**config.mk**
```make
export PLATFORM = sky130hd
export DESIGN_NAME = sscc_channel
export DESIGN_NICKNAME = d
export VERILOG_FILES = /design/src/sscc_pkg.sv /design/src/sscc_channel.sv
export SDC_FILE = /design/constraint.sdc
export NUM_CORES = 1
export LEC_CHECK = 0
export BUFFER_PORTS_ARGS = -buffer_cell sky130_fd_sc_hd__buf_2
export CAP_MARGIN = 40
export CELL_PAD_IN_SITES_DETAIL_PLACEMENT = 1
export CELL_PAD_IN_SITES_GLOBAL_PLACEMENT = 2
export CORE_MARGIN = 1
export CORE_UTILIZATION = 30
export CTS_CLUSTER_SIZE = 12
export DETAILED_ROUTE_END_ITERATION = 8
export PLACE_DENSITY = 0.65
export SYNTH_ARGS = -nofsm -noshare
export SYNTH_HDL_FRONTEND = slang
export SYNTH_SLANG_ARGS = --single-unit
export TNS_END_PERCENT = 100
```
**constraint.sdc**
```tcl
create_clock -name pclk -period 8 [get_ports pclk]
set_input_delay 0.4 -clock pclk [delete_from_list [all_inputs] [get_ports pclk]]
set_output_delay 0.4 -clock pclk [all_outputs]
set_load 0.03 [all_outputs]
```
**src/sscc_pkg.sv**
```systemverilog
// Constants, field layouts and types of the synchronous serial channel
package sscc_pkg;
   //----------------------------------------------------------------------
   // Register map, byte offsets
   //----------------------------------------------------------------------
   localparam int unsigned ADDR_W = 8;
   localparam logic [ADDR_W-1:0] OFF_CTL = 8'h00;
   localparam logic [ADDR_W-1:0] OFF_MODE = 8'h04;
   localparam logic [ADDR_W-1:0] OFF_TXD = 8'h08;
   localparam logic [ADDR_W-1:0] OFF_RXD = 8'h0c;
   localparam logic [ADDR_W-1:0] OFF_INTF = 8'h10;
   localparam logic [ADDR_W-1:0] OFF_INTE = 8'h14;
   //----------------------------------------------------------------------
   // Field positions and reset values
   //----------------------------------------------------------------------
   localparam int unsigned DATA_W = 16;
   localparam int unsigned CTL_EN_BIT = 0;
   localparam int unsigned CTL_SRST_BIT = 1;
   localparam int unsigned MODE_MST_BIT = 0;
   localparam int unsigned MODE_LEN_LSB = 8;
   localparam int unsigned LEN_W = 4;
   localparam int unsigned CNT_W = 5;
   localparam int unsigned INTF_BSY_BIT = 7;
   localparam logic [LEN_W-1:0] LEN_RST = 4'h7;
   localparam logic [DATA_W-1:0] TXD_RST = 16'h0000;
   localparam logic [DATA_W-1:0] RXD_RST = 16'h0000;
   //----------------------------------------------------------------------
   // Timing: half period of the master serial clock
   //----------------------------------------------------------------------
   localparam int unsigned PCLK_NS = 40;
   localparam int unsigned SCLK_HALF_NS = 160;
   localparam int unsigned SCLK_HALF_CYC = (SCLK_HALF_NS + PCLK_NS - 1) / PCLK_NS;
   //----------------------------------------------------------------------
   // Types
   //----------------------------------------------------------------------
   typedef struct packed {
      logic oe;
      logic tend;
      logic rbf;
      logic tbe;
   } sscc_cause_type;
   localparam sscc_cause_type CAUSE_RST = 4'h1;
   localparam sscc_cause_type ENABLE_RST = 4'h0;
   typedef enum logic {M_IDLE, M_RUN} sscc_mst_type;
endpackage : sscc_pkg

```
**src/sscc_channel.sv**
```systemverilog
// Synchronous serial channel: APB registers, shift engine and interrupt
//
// The implementer's own choices: the register offsets and the APB interface to the registers.
`timescale 1ns/1ps
module sscc_channel
   import sscc_pkg::*;
#(
   parameter int unsigned HALF_CYC = SCLK_HALF_CYC
) (
   input wire logic pclk,
   input wire logic presetn,
   input wire logic [ADDR_W-1:0] paddr,
   input wire logic psel,
   input wire logic penable,
   input wire logic pwrite,
   input wire logic [31:0] pwdata,
   output logic [31:0] prdata,
   output logic pready,
   output logic pslverr,
   input wire logic sclk_in,
   output logic sclk_out,
   output logic sclk_oe,
   output logic sdo,
   input wire logic sdi,
   input wire logic ss_n,
   output logic irq
);
   //----------------------------------------------------------------------
   // Declarations
   //----------------------------------------------------------------------
   logic en_q, srst_q, mst_q;
   logic [LEN_W-1:0] len_field_q;
   logic [DATA_W-1:0] txbuf_q, tx_shift_q, rx_shift_q, rxd_q;
   logic [CNT_W-1:0] cnt_q, len;
   logic [DATA_W-1:0] len_mask;
   sscc_cause_type flags_q, inte_q;
   sscc_mst_type state_q;
   logic [31:0] prdata_q;
   logic pready_q, pslverr_q, irq_q, sdo_q, sclk_q;
   logic [2:0] sck_sync_q, ss_sync_q, sdi_sync_q;
   logic [15:0] div_q;
   logic access, wr, rd, mapped;
   logic wr_ctl, wr_mode, wr_txd, wr_intf, wr_inte, rd_rxd;
   logic sck_s, ss_s, sdi_s, busy;
   logic rise_ev, fall_ev, half_tick, last_bit, frame_done, frame_end, load_ev;
   logic [DATA_W-1:0] rd_word;

   //----------------------------------------------------------------------
   // APB slave
   //----------------------------------------------------------------------
   // Access phase completes on the edge where pready is high
   assign access = psel && penable && pready_q;
   assign wr = access && pwrite;
   assign rd = access && !pwrite;
   assign mapped = (paddr == OFF_CTL) || (paddr == OFF_MODE) || (paddr == OFF_TXD) ||
                   (paddr == OFF_RXD) || (paddr == OFF_INTF) || (paddr == OFF_INTE);
   assign wr_ctl = wr && (paddr == OFF_CTL);
   assign wr_mode = wr && (paddr == OFF_MODE);
   assign wr_txd = wr && (paddr == OFF_TXD);
   assign wr_intf = wr && (paddr == OFF_INTF);
   assign wr_inte = wr && (paddr == OFF_INTE);
   assign rd_rxd = rd && (paddr == OFF_RXD);

   // Read multiplexer; reserved bits stay zero
   always_comb begin
      rd_word = '0;
      case (paddr)
         OFF_CTL: begin
            rd_word[CTL_EN_BIT] = en_q;
            rd_word[CTL_SRST_BIT] = srst_q;
         end
         OFF_MODE: begin
            rd_word[MODE_MST_BIT] = mst_q;
            rd_word[MODE_LEN_LSB +: LEN_W] = len_field_q;
         end
         OFF_TXD: rd_word = txbuf_q;
         OFF_RXD: rd_word = rxd_q;
         OFF_INTF: begin
            rd_word[3:0] = flags_q;
            rd_word[INTF_BSY_BIT] = busy;
         end
         OFF_INTE: rd_word[3:0] = inte_q;
         default: rd_word = '0;
      endcase
   end

   // No wait states: pready rises in the first access cycle
   always_ff @(posedge pclk or negedge presetn) begin
      if (!presetn) begin
         pready_q <= 1'b0;
         pslverr_q <= 1'b0;
         prdata_q <= '0;
      end else begin
         pready_q <= psel && !penable && !pready_q;
         if (psel && !penable) begin
            pslverr_q <= !mapped;
            prdata_q <= {16'h0000, rd_word};
         end else if (access) begin
            pslverr_q <= 1'b0;
         end
      end
   end

   //----------------------------------------------------------------------
   // Control and mode registers
   //----------------------------------------------------------------------
   // Enable, and soft reset that lasts one cycle then clears itself
   always_ff @(posedge pclk or negedge presetn) begin
      if (!presetn) begin
         en_q <= 1'b0;
         srst_q <= 1'b0;
      end else begin
         if (wr_ctl) begin
            en_q <= pwdata[CTL_EN_BIT];
         end
         srst_q <= wr_ctl && pwdata[CTL_SRST_BIT];
      end
   end

   // Mode settings change only while the channel is disabled
   always_ff @(posedge pclk or negedge presetn) begin
      if (!presetn) begin
         mst_q <= 1'b0;
         len_field_q <= LEN_RST;
      end else if (wr_mode && !en_q) begin
         mst_q <= pwdata[MODE_MST_BIT];
         len_field_q <= pwdata[MODE_LEN_LSB +: LEN_W];
      end
   end

   // Frame length in bits and mask of the bits it covers
   assign len = {1'b0, len_field_q} + 5'h01;
   assign len_mask = 16'hffff >> (5'h10 - len);

   // Transmit buffer
   always_ff @(posedge pclk or negedge presetn) begin
      if (!presetn) begin
         txbuf_q <= TXD_RST;
      end else if (wr_txd) begin
         txbuf_q <= pwdata[DATA_W-1:0];
      end
   end

   //----------------------------------------------------------------------
   // Pin synchronisers
   //----------------------------------------------------------------------
   // Two flops before use; the third flop feeds the edge detector
   always_ff @(posedge pclk or negedge presetn) begin
      if (!presetn) begin
         sck_sync_q <= 3'h0;
         ss_sync_q <= 3'h7;
         sdi_sync_q <= 3'h0;
      end else begin
         sck_sync_q <= {sck_sync_q[1:0], sclk_in};
         ss_sync_q <= {ss_sync_q[1:0], ss_n};
         sdi_sync_q <= {sdi_sync_q[1:0], sdi};
      end
   end
   assign sck_s = sck_sync_q[1];
   assign ss_s = ss_sync_q[1];
   assign sdi_s = sdi_sync_q[1];

   //----------------------------------------------------------------------
   // Serial clock generation and edge events
   //----------------------------------------------------------------------
   // Master clock runs only while enabled in master mode and busy
   always_ff @(posedge pclk or negedge presetn) begin
      if (!presetn) begin
         div_q <= '0;
         sclk_q <= 1'b0;
      end else if (en_q && mst_q && state_q == M_RUN && !srst_q) begin
         if (half_tick) begin
            div_q <= '0;
            sclk_q <= !sclk_q;
         end else begin
            div_q <= div_q + 16'h0001;
         end
      end else begin
         div_q <= '0;
         sclk_q <= 1'b0;
      end
   end
   assign half_tick = (div_q == 16'(HALF_CYC - 1));

   // Sample on rising edges, shift on falling edges, in either mode
   always_comb begin
      if (mst_q) begin
         rise_ev = en_q && state_q == M_RUN && half_tick && !sclk_q && !srst_q;
         fall_ev = en_q && state_q == M_RUN && half_tick && sclk_q && !srst_q;
      end else begin
         rise_ev = en_q && !ss_s && sck_sync_q[1] && !sck_sync_q[2] && !srst_q;
         fall_ev = en_q && !ss_s && !sck_sync_q[1] && sck_sync_q[2] && !srst_q;
      end
   end

   assign last_bit = (cnt_q + 5'h01 == len);
   assign frame_done = rise_ev && last_bit;
   assign frame_end = fall_ev && (cnt_q == len);
   // Load the shifter from the buffer when a word is waiting
   always_comb begin
      if (mst_q) begin
         load_ev = en_q && !srst_q && !flags_q.tbe && ((state_q == M_IDLE) || frame_end);
      end else begin
         load_ev = en_q && !srst_q && !flags_q.tbe && cnt_q == '0 && !rise_ev;
      end
   end
   assign busy = mst_q ? (state_q == M_RUN) : (en_q && !ss_s);

   //----------------------------------------------------------------------
   // Shift engine
   //----------------------------------------------------------------------
   // Master sequencer
   always_ff @(posedge pclk or negedge presetn) begin
      if (!presetn) begin
         state_q <= M_IDLE;
      end else if (!en_q || !mst_q || srst_q) begin
         state_q <= M_IDLE;
      end else if (load_ev) begin
         state_q <= M_RUN;
      end else if (frame_end) begin
         state_q <= M_IDLE;
      end
   end

   // Bit counter and shift registers
   always_ff @(posedge pclk or negedge presetn) begin
      if (!presetn) begin
         cnt_q <= '0;
         tx_shift_q <= '0;
         rx_shift_q <= '0;
      end else if (srst_q) begin
         cnt_q <= '0;
         tx_shift_q <= '0;
         rx_shift_q <= '0;
      end else if (!en_q || (!mst_q && ss_s)) begin
         cnt_q <= '0;
      end else begin
         if (load_ev) begin
            tx_shift_q <= txbuf_q;
         end else if (fall_ev && cnt_q != len) begin
            tx_shift_q <= {tx_shift_q[DATA_W-2:0], 1'b0};
         end
         if (rise_ev) begin
            rx_shift_q <= {rx_shift_q[DATA_W-2:0], sdi_s};
            cnt_q <= cnt_q + 5'h01;
         end else if (frame_end || load_ev) begin
            cnt_q <= '0;
         end
      end
   end

   // Only the bit at index len_field_q, one below the frame length, reaches the pin
   always_ff @(posedge pclk or negedge presetn) begin
      if (!presetn) begin
         sdo_q <= 1'b0;
      end else begin
         sdo_q <= tx_shift_q[len_field_q];
      end
   end

   //----------------------------------------------------------------------
   // Receive data register
   //----------------------------------------------------------------------
   // Stores masked frames; cleared by enable or soft reset writes
   always_ff @(posedge pclk or negedge presetn) begin
      if (!presetn) begin
         rxd_q <= RXD_RST;
      end else if (wr_ctl && (pwdata[CTL_EN_BIT] || pwdata[CTL_SRST_BIT])) begin
         rxd_q <= RXD_RST;
      end else if (frame_done) begin
         rxd_q <= {rx_shift_q[DATA_W-2:0], sdi_s} & len_mask;
      end
   end

   //----------------------------------------------------------------------
   // Interrupt flags, enables and request
   //----------------------------------------------------------------------
   // Hardware set wins over a clear in the same cycle
   always_ff @(posedge pclk or negedge presetn) begin
      if (!presetn) begin
         flags_q <= CAUSE_RST;
      end else begin
         if (frame_done && flags_q.rbf) begin
            flags_q.oe <= 1'b1;
         end else if (wr_intf && pwdata[3]) begin
            flags_q.oe <= 1'b0;
         end
         if (frame_end && (flags_q.tbe || load_ev == 1'b0 && !mst_q && flags_q.tbe)) begin
            flags_q.tend <= 1'b1;
         end else if (wr_intf && pwdata[2]) begin
            flags_q.tend <= 1'b0;
         end
         if (frame_done) begin
            flags_q.rbf <= 1'b1;
         end else if (rd_rxd) begin
            flags_q.rbf <= 1'b0;
         end
         if (load_ev) begin
            flags_q.tbe <= 1'b1;
         end else if (wr_txd) begin
            flags_q.tbe <= 1'b0;
         end
      end
   end

   // Per-cause enables
   always_ff @(posedge pclk or negedge presetn) begin
      if (!presetn) begin
         inte_q <= ENABLE_RST;
      end else if (wr_inte) begin
         inte_q <= pwdata[3:0];
      end
   end

   // Level request while any enabled cause is pending
   always_ff @(posedge pclk or negedge presetn) begin
      if (!presetn) begin
         irq_q <= 1'b0;
      end else begin
         irq_q <= |(flags_q & inte_q);
      end
   end

   //----------------------------------------------------------------------
   // Outputs
   //----------------------------------------------------------------------
   logic sclk_oe_q;
   always_ff @(posedge pclk or negedge presetn) begin
      if (!presetn) begin
         sclk_oe_q <= 1'b0;
      end else begin
         sclk_oe_q <= en_q && mst_q;
      end
   end
   assign prdata = prdata_q;
   assign pready = pready_q;
   assign pslverr = pslverr_q;
   assign sclk_out = sclk_q;
   assign sclk_oe = sclk_oe_q;
   assign sdo = sdo_q;
   assign irq = irq_q;
endmodule : sscc_channel

```
==> metrics.md <==
| Metric | Value |
|---|---|
| Main combinational cell family by area after synthesis | simple AND/OR/NAND/NOR gates |
| TNS Setup | 0 ps |
| Most frequent cell after synthesis | dfrtp_1 |
| Die Y | 151 um |
| Final Hold Fails | 0 |
| Multiplexer share of the synthesized area | 13.3% |
| Cell Rows | between 50 and 60 |
| Yosys warns | 0 |
| CTS buffer count | 17 |
| Grt ovf | 0 |
| Worst path max stage delay | 760 ps |
| Final Skew | 9.09 ps |
| Area grow syn2layout | 16.1% |
| Ys flop type | dfrtp_1 |
| DRC viols | 0 |
| DR pass1 iterations | 4 |
| Number of I/O pins | 86 |
| Hold crit path type | input port to flop |
| Nets | 711 |
| Hpwl dp | 13,000 um |
| Ys async rst share | 100% |
| DRT antenna net count | 0 |
| Pins Over Slew Limit | 0 |
| Post-Synth XOR/XNOR Area | 3.30% |
| Synth Instances | just over 600 |
| Logic pwr share | 4.4% |
| Seq. cell area | 3240 um^2 |
| Synth area leaders | dfrtp_1 46%, mux2i_1 5.7%, nand2_1 3.7% |
| Power Density | 194 nW/um^2 |
| Clock Pin Slew Worst Setup and Hold Paths | ~60 ps |
| Vias in the first global route | roughly 5,100 |
| Psw | 0.351 mW |
| Post-synth top cells | 123 x dfrtp_1, 66 x nand2_1, 40 x nor2_1 |
| Initial antenna violation count | 0 |
| Die area | 22,700 um^2 |
| Worst Path Arrival | 3640 ps |
| Via density per instance | 5.07 |
| Clock Power Share | ~50% |
| Crit-path max FO | 15 |
| Internal | 1.14 mW |
| Net Sw Frac | 23.5% |
| Slowest stage cell on the critical path | dfstp_2 |
| Fin util | 35.4% |
| Post-synthesis register bit count | roughly 130 |
| Clock tree buffer depth | 2 |
| Sink Count | 129 |
| Final setup fails | 0 |
| Post-Synth Simple-Gate Area | 16.2% |
| Post-synthesis compound-gate area fraction | between 10% and 20% |
| CTS H-tree lvls | 4 |
| Drt initial violations | about 240 |
| Worst path bufs/invs | 1 |
| Crit path max-delay family | compound AO/OA/AOI/OAI gates |
| ANT cells | 0 |
| Total Routed Length | 18,000 um |
| Worst slew margin | around 48% |
| Layout filler cell count | roughly 2,400 |
| Cell Area, Synth | 6630 um^2 |
| Port Buffers | 53 |
| Multi-input gate area | 3050 um^2 |
| Routed len/inst | 19.0 um |
| Post-synth EDFFs | 0 |
| Crit end category | flop |
| Placer Congestion | 0.780 |
| Clk Latency, worst-skew pair | 420 ps |
| Cell Chain, Critical Path | ha_1, inv_1, ha_1, xor2_1, nor3_1, and4b_1, a21oi_2, a21oi_2, o221ai_1 |
| Fmax | 296 MHz |
| First-pass GRT wire length | slightly below 30,000 um |
| Vias | 4,798 |
| Worst vdd ir | about 0.12 mV |
| Worst Setup Start Kind | flop |
| Layout cell share with drive strength beyond 1 | 22.0% |
| Distinct cells, synth | 72 |
| Sequential share of the synthesized area | between 40% and 50% |
| Synth area leader | dfrtp_1 |
| Die width | 151 um |
| Tot GR Track Use | between 10% and 20% |
| Status | completed |
| Req. time, crit path | roughly 8300 ps |
| Period utilization | between 40% and 50% |
| Leakage | 3.45 nW |
| Kind of critical path | flop to flop |
| Post-layout minimum cycle time | 3380 ps |
| Share of the synthesized area in the top cell type | 46.4% |
| Avg Inst Size Synth | 10.9 um^2 |
| Largest net degree at the start of global routing | 66 |
| Starting Density | a little over 30% |
| MaxCap Viol Count | 0 |
| Worst-Margin Slew | roughly 780 ps |
| Core ar. | between 20,000 and 25,000 um^2 |
| RSZ-0062 raised after global routing | false |
| Root Buffer Master | clkbuf_16 |
| Sequential Power Share | between 40% and 50% |
| Fraction of the mapped netlist area in adder cells | under 10% |
| CTS tree | built |
## per-layer routing
layer | GRT usage, % | wire length [um] | vias to the layer above
met3 | 4.12 | 611 | 23
met4 | 6.10 | 414 | 0
li1 | - | - | 2230
met2 | 28.0 | 8600 | 93
met1 | 22.5 | 8410 | 2452
met5 | 0 | 0 | -
## cell type report
| type | instances | area share [%] |
|---|---|---|
| Clock buffer | 19 | 5.75 |
| Clock inverter | 12 | 1.74 |
| Multi-Input combinational cell | 418 | 39.7 |
| Tap cell | 280 | 4.55 |
| Timing Repair Buffer | 61 | 4.91 |
| Inverter | 28 | 1.36 |
| Sequential cell | 129 | 42.0 |
## registers in the layout (all words and copies together), names as in the netlist, 2 cells and up
signal / count
div_q: 16
prdata: 16
rxd_q: 16
tx_shift_q: 16
txbuf_q: 16
rx_shift_q: 15
cnt_q: 5
flags_q: 4
inte_q: 4
len_field_q: 4
sck_sync_q: 3
sdi_sync_q: 2
ss_sync_q: 2
## power by group through the flow
stage          clock, mW  combinational, mW  sequential [mW]
3_5_place_dp           0             0.0659            0.673
2_1_floorplan          0             0.0342            0.676
6_report           0.766             0.0650            0.662
4_1_cts            0.786             0.0667            0.662
5_1_grt            0.818             0.0723            0.662
3_3_place_gp           0             0.0629            0.673
## cells by family after synthesis
logic type / after synthesis
DFF: 129
adders and majority gates: 8
other: 1
AOI/OAI and AO/OA: 93
xor gates and xnor gates: 25
muxes: 74
buffers and inverters: 79
and+or+nand+nor: 202
## final timing paths
kind | to | startpoint | cells after the start | slack (ps)
max | tx_shift_q[15] | len_field_q[1] | 9 | 4620
min | ss_sync_q[0] | ss_n | 1 | 80
max reg2reg | tx_shift_q[15] | len_field_q[1] | 9 | 4620
min reg2reg | sdi_sync_q[1] | sdi_sync_q[0] | 0 | 350
max in group asynchronous | flags_q[0] | presetn | 4 | 6450
min in group asynchronous | prdata[15] | presetn | 2 | 530
## placed cells by master (no fill, tap or decap), types with 5 or more instances in the layout
cell type and n:
o221ai_1 15, nand3_1 34, nand2_1 66, a22oi_1 11
clkbuf_16 17, ha_1 8, nand2b_1 5, nand4_1 6
and3_1 7, xnor2_1 10, o21ai_0 12, nand3b_1 6
dfrtp_1 123, conb_1 16, inv_1 28, mux2_4 8
o211ai_1 7, mux2_2 20, mux2i_1 38, mux4_2 6
buf_2 52, nor2_1 40, a21o_1 5, dfstp_2 6
o31ai_1 13, xor2_1 15
## what timing repair did
item / CTS / global route
setup buffers: 0 / 0
hold buffers: 1 / 0
gates resized for setup: 0 / 0
hold endpoints to repair: 14 / 0
## per-stage QoR
stage	setup slack [ps]	power [mW]	instance area, um^2	hold slack, ps	cells
floorplan	5320	0.710	6690	104	626
global placement	4650	0.736	7050	341	912
detailed placement	4610	0.739	7110	340	915
CTS	4600	1.51	7700	65.7	947
global route	4260	1.55	7700	57.1	947
finish	4620	1.49	7700	80.2	947
Power figures use the tool's default switching activity.
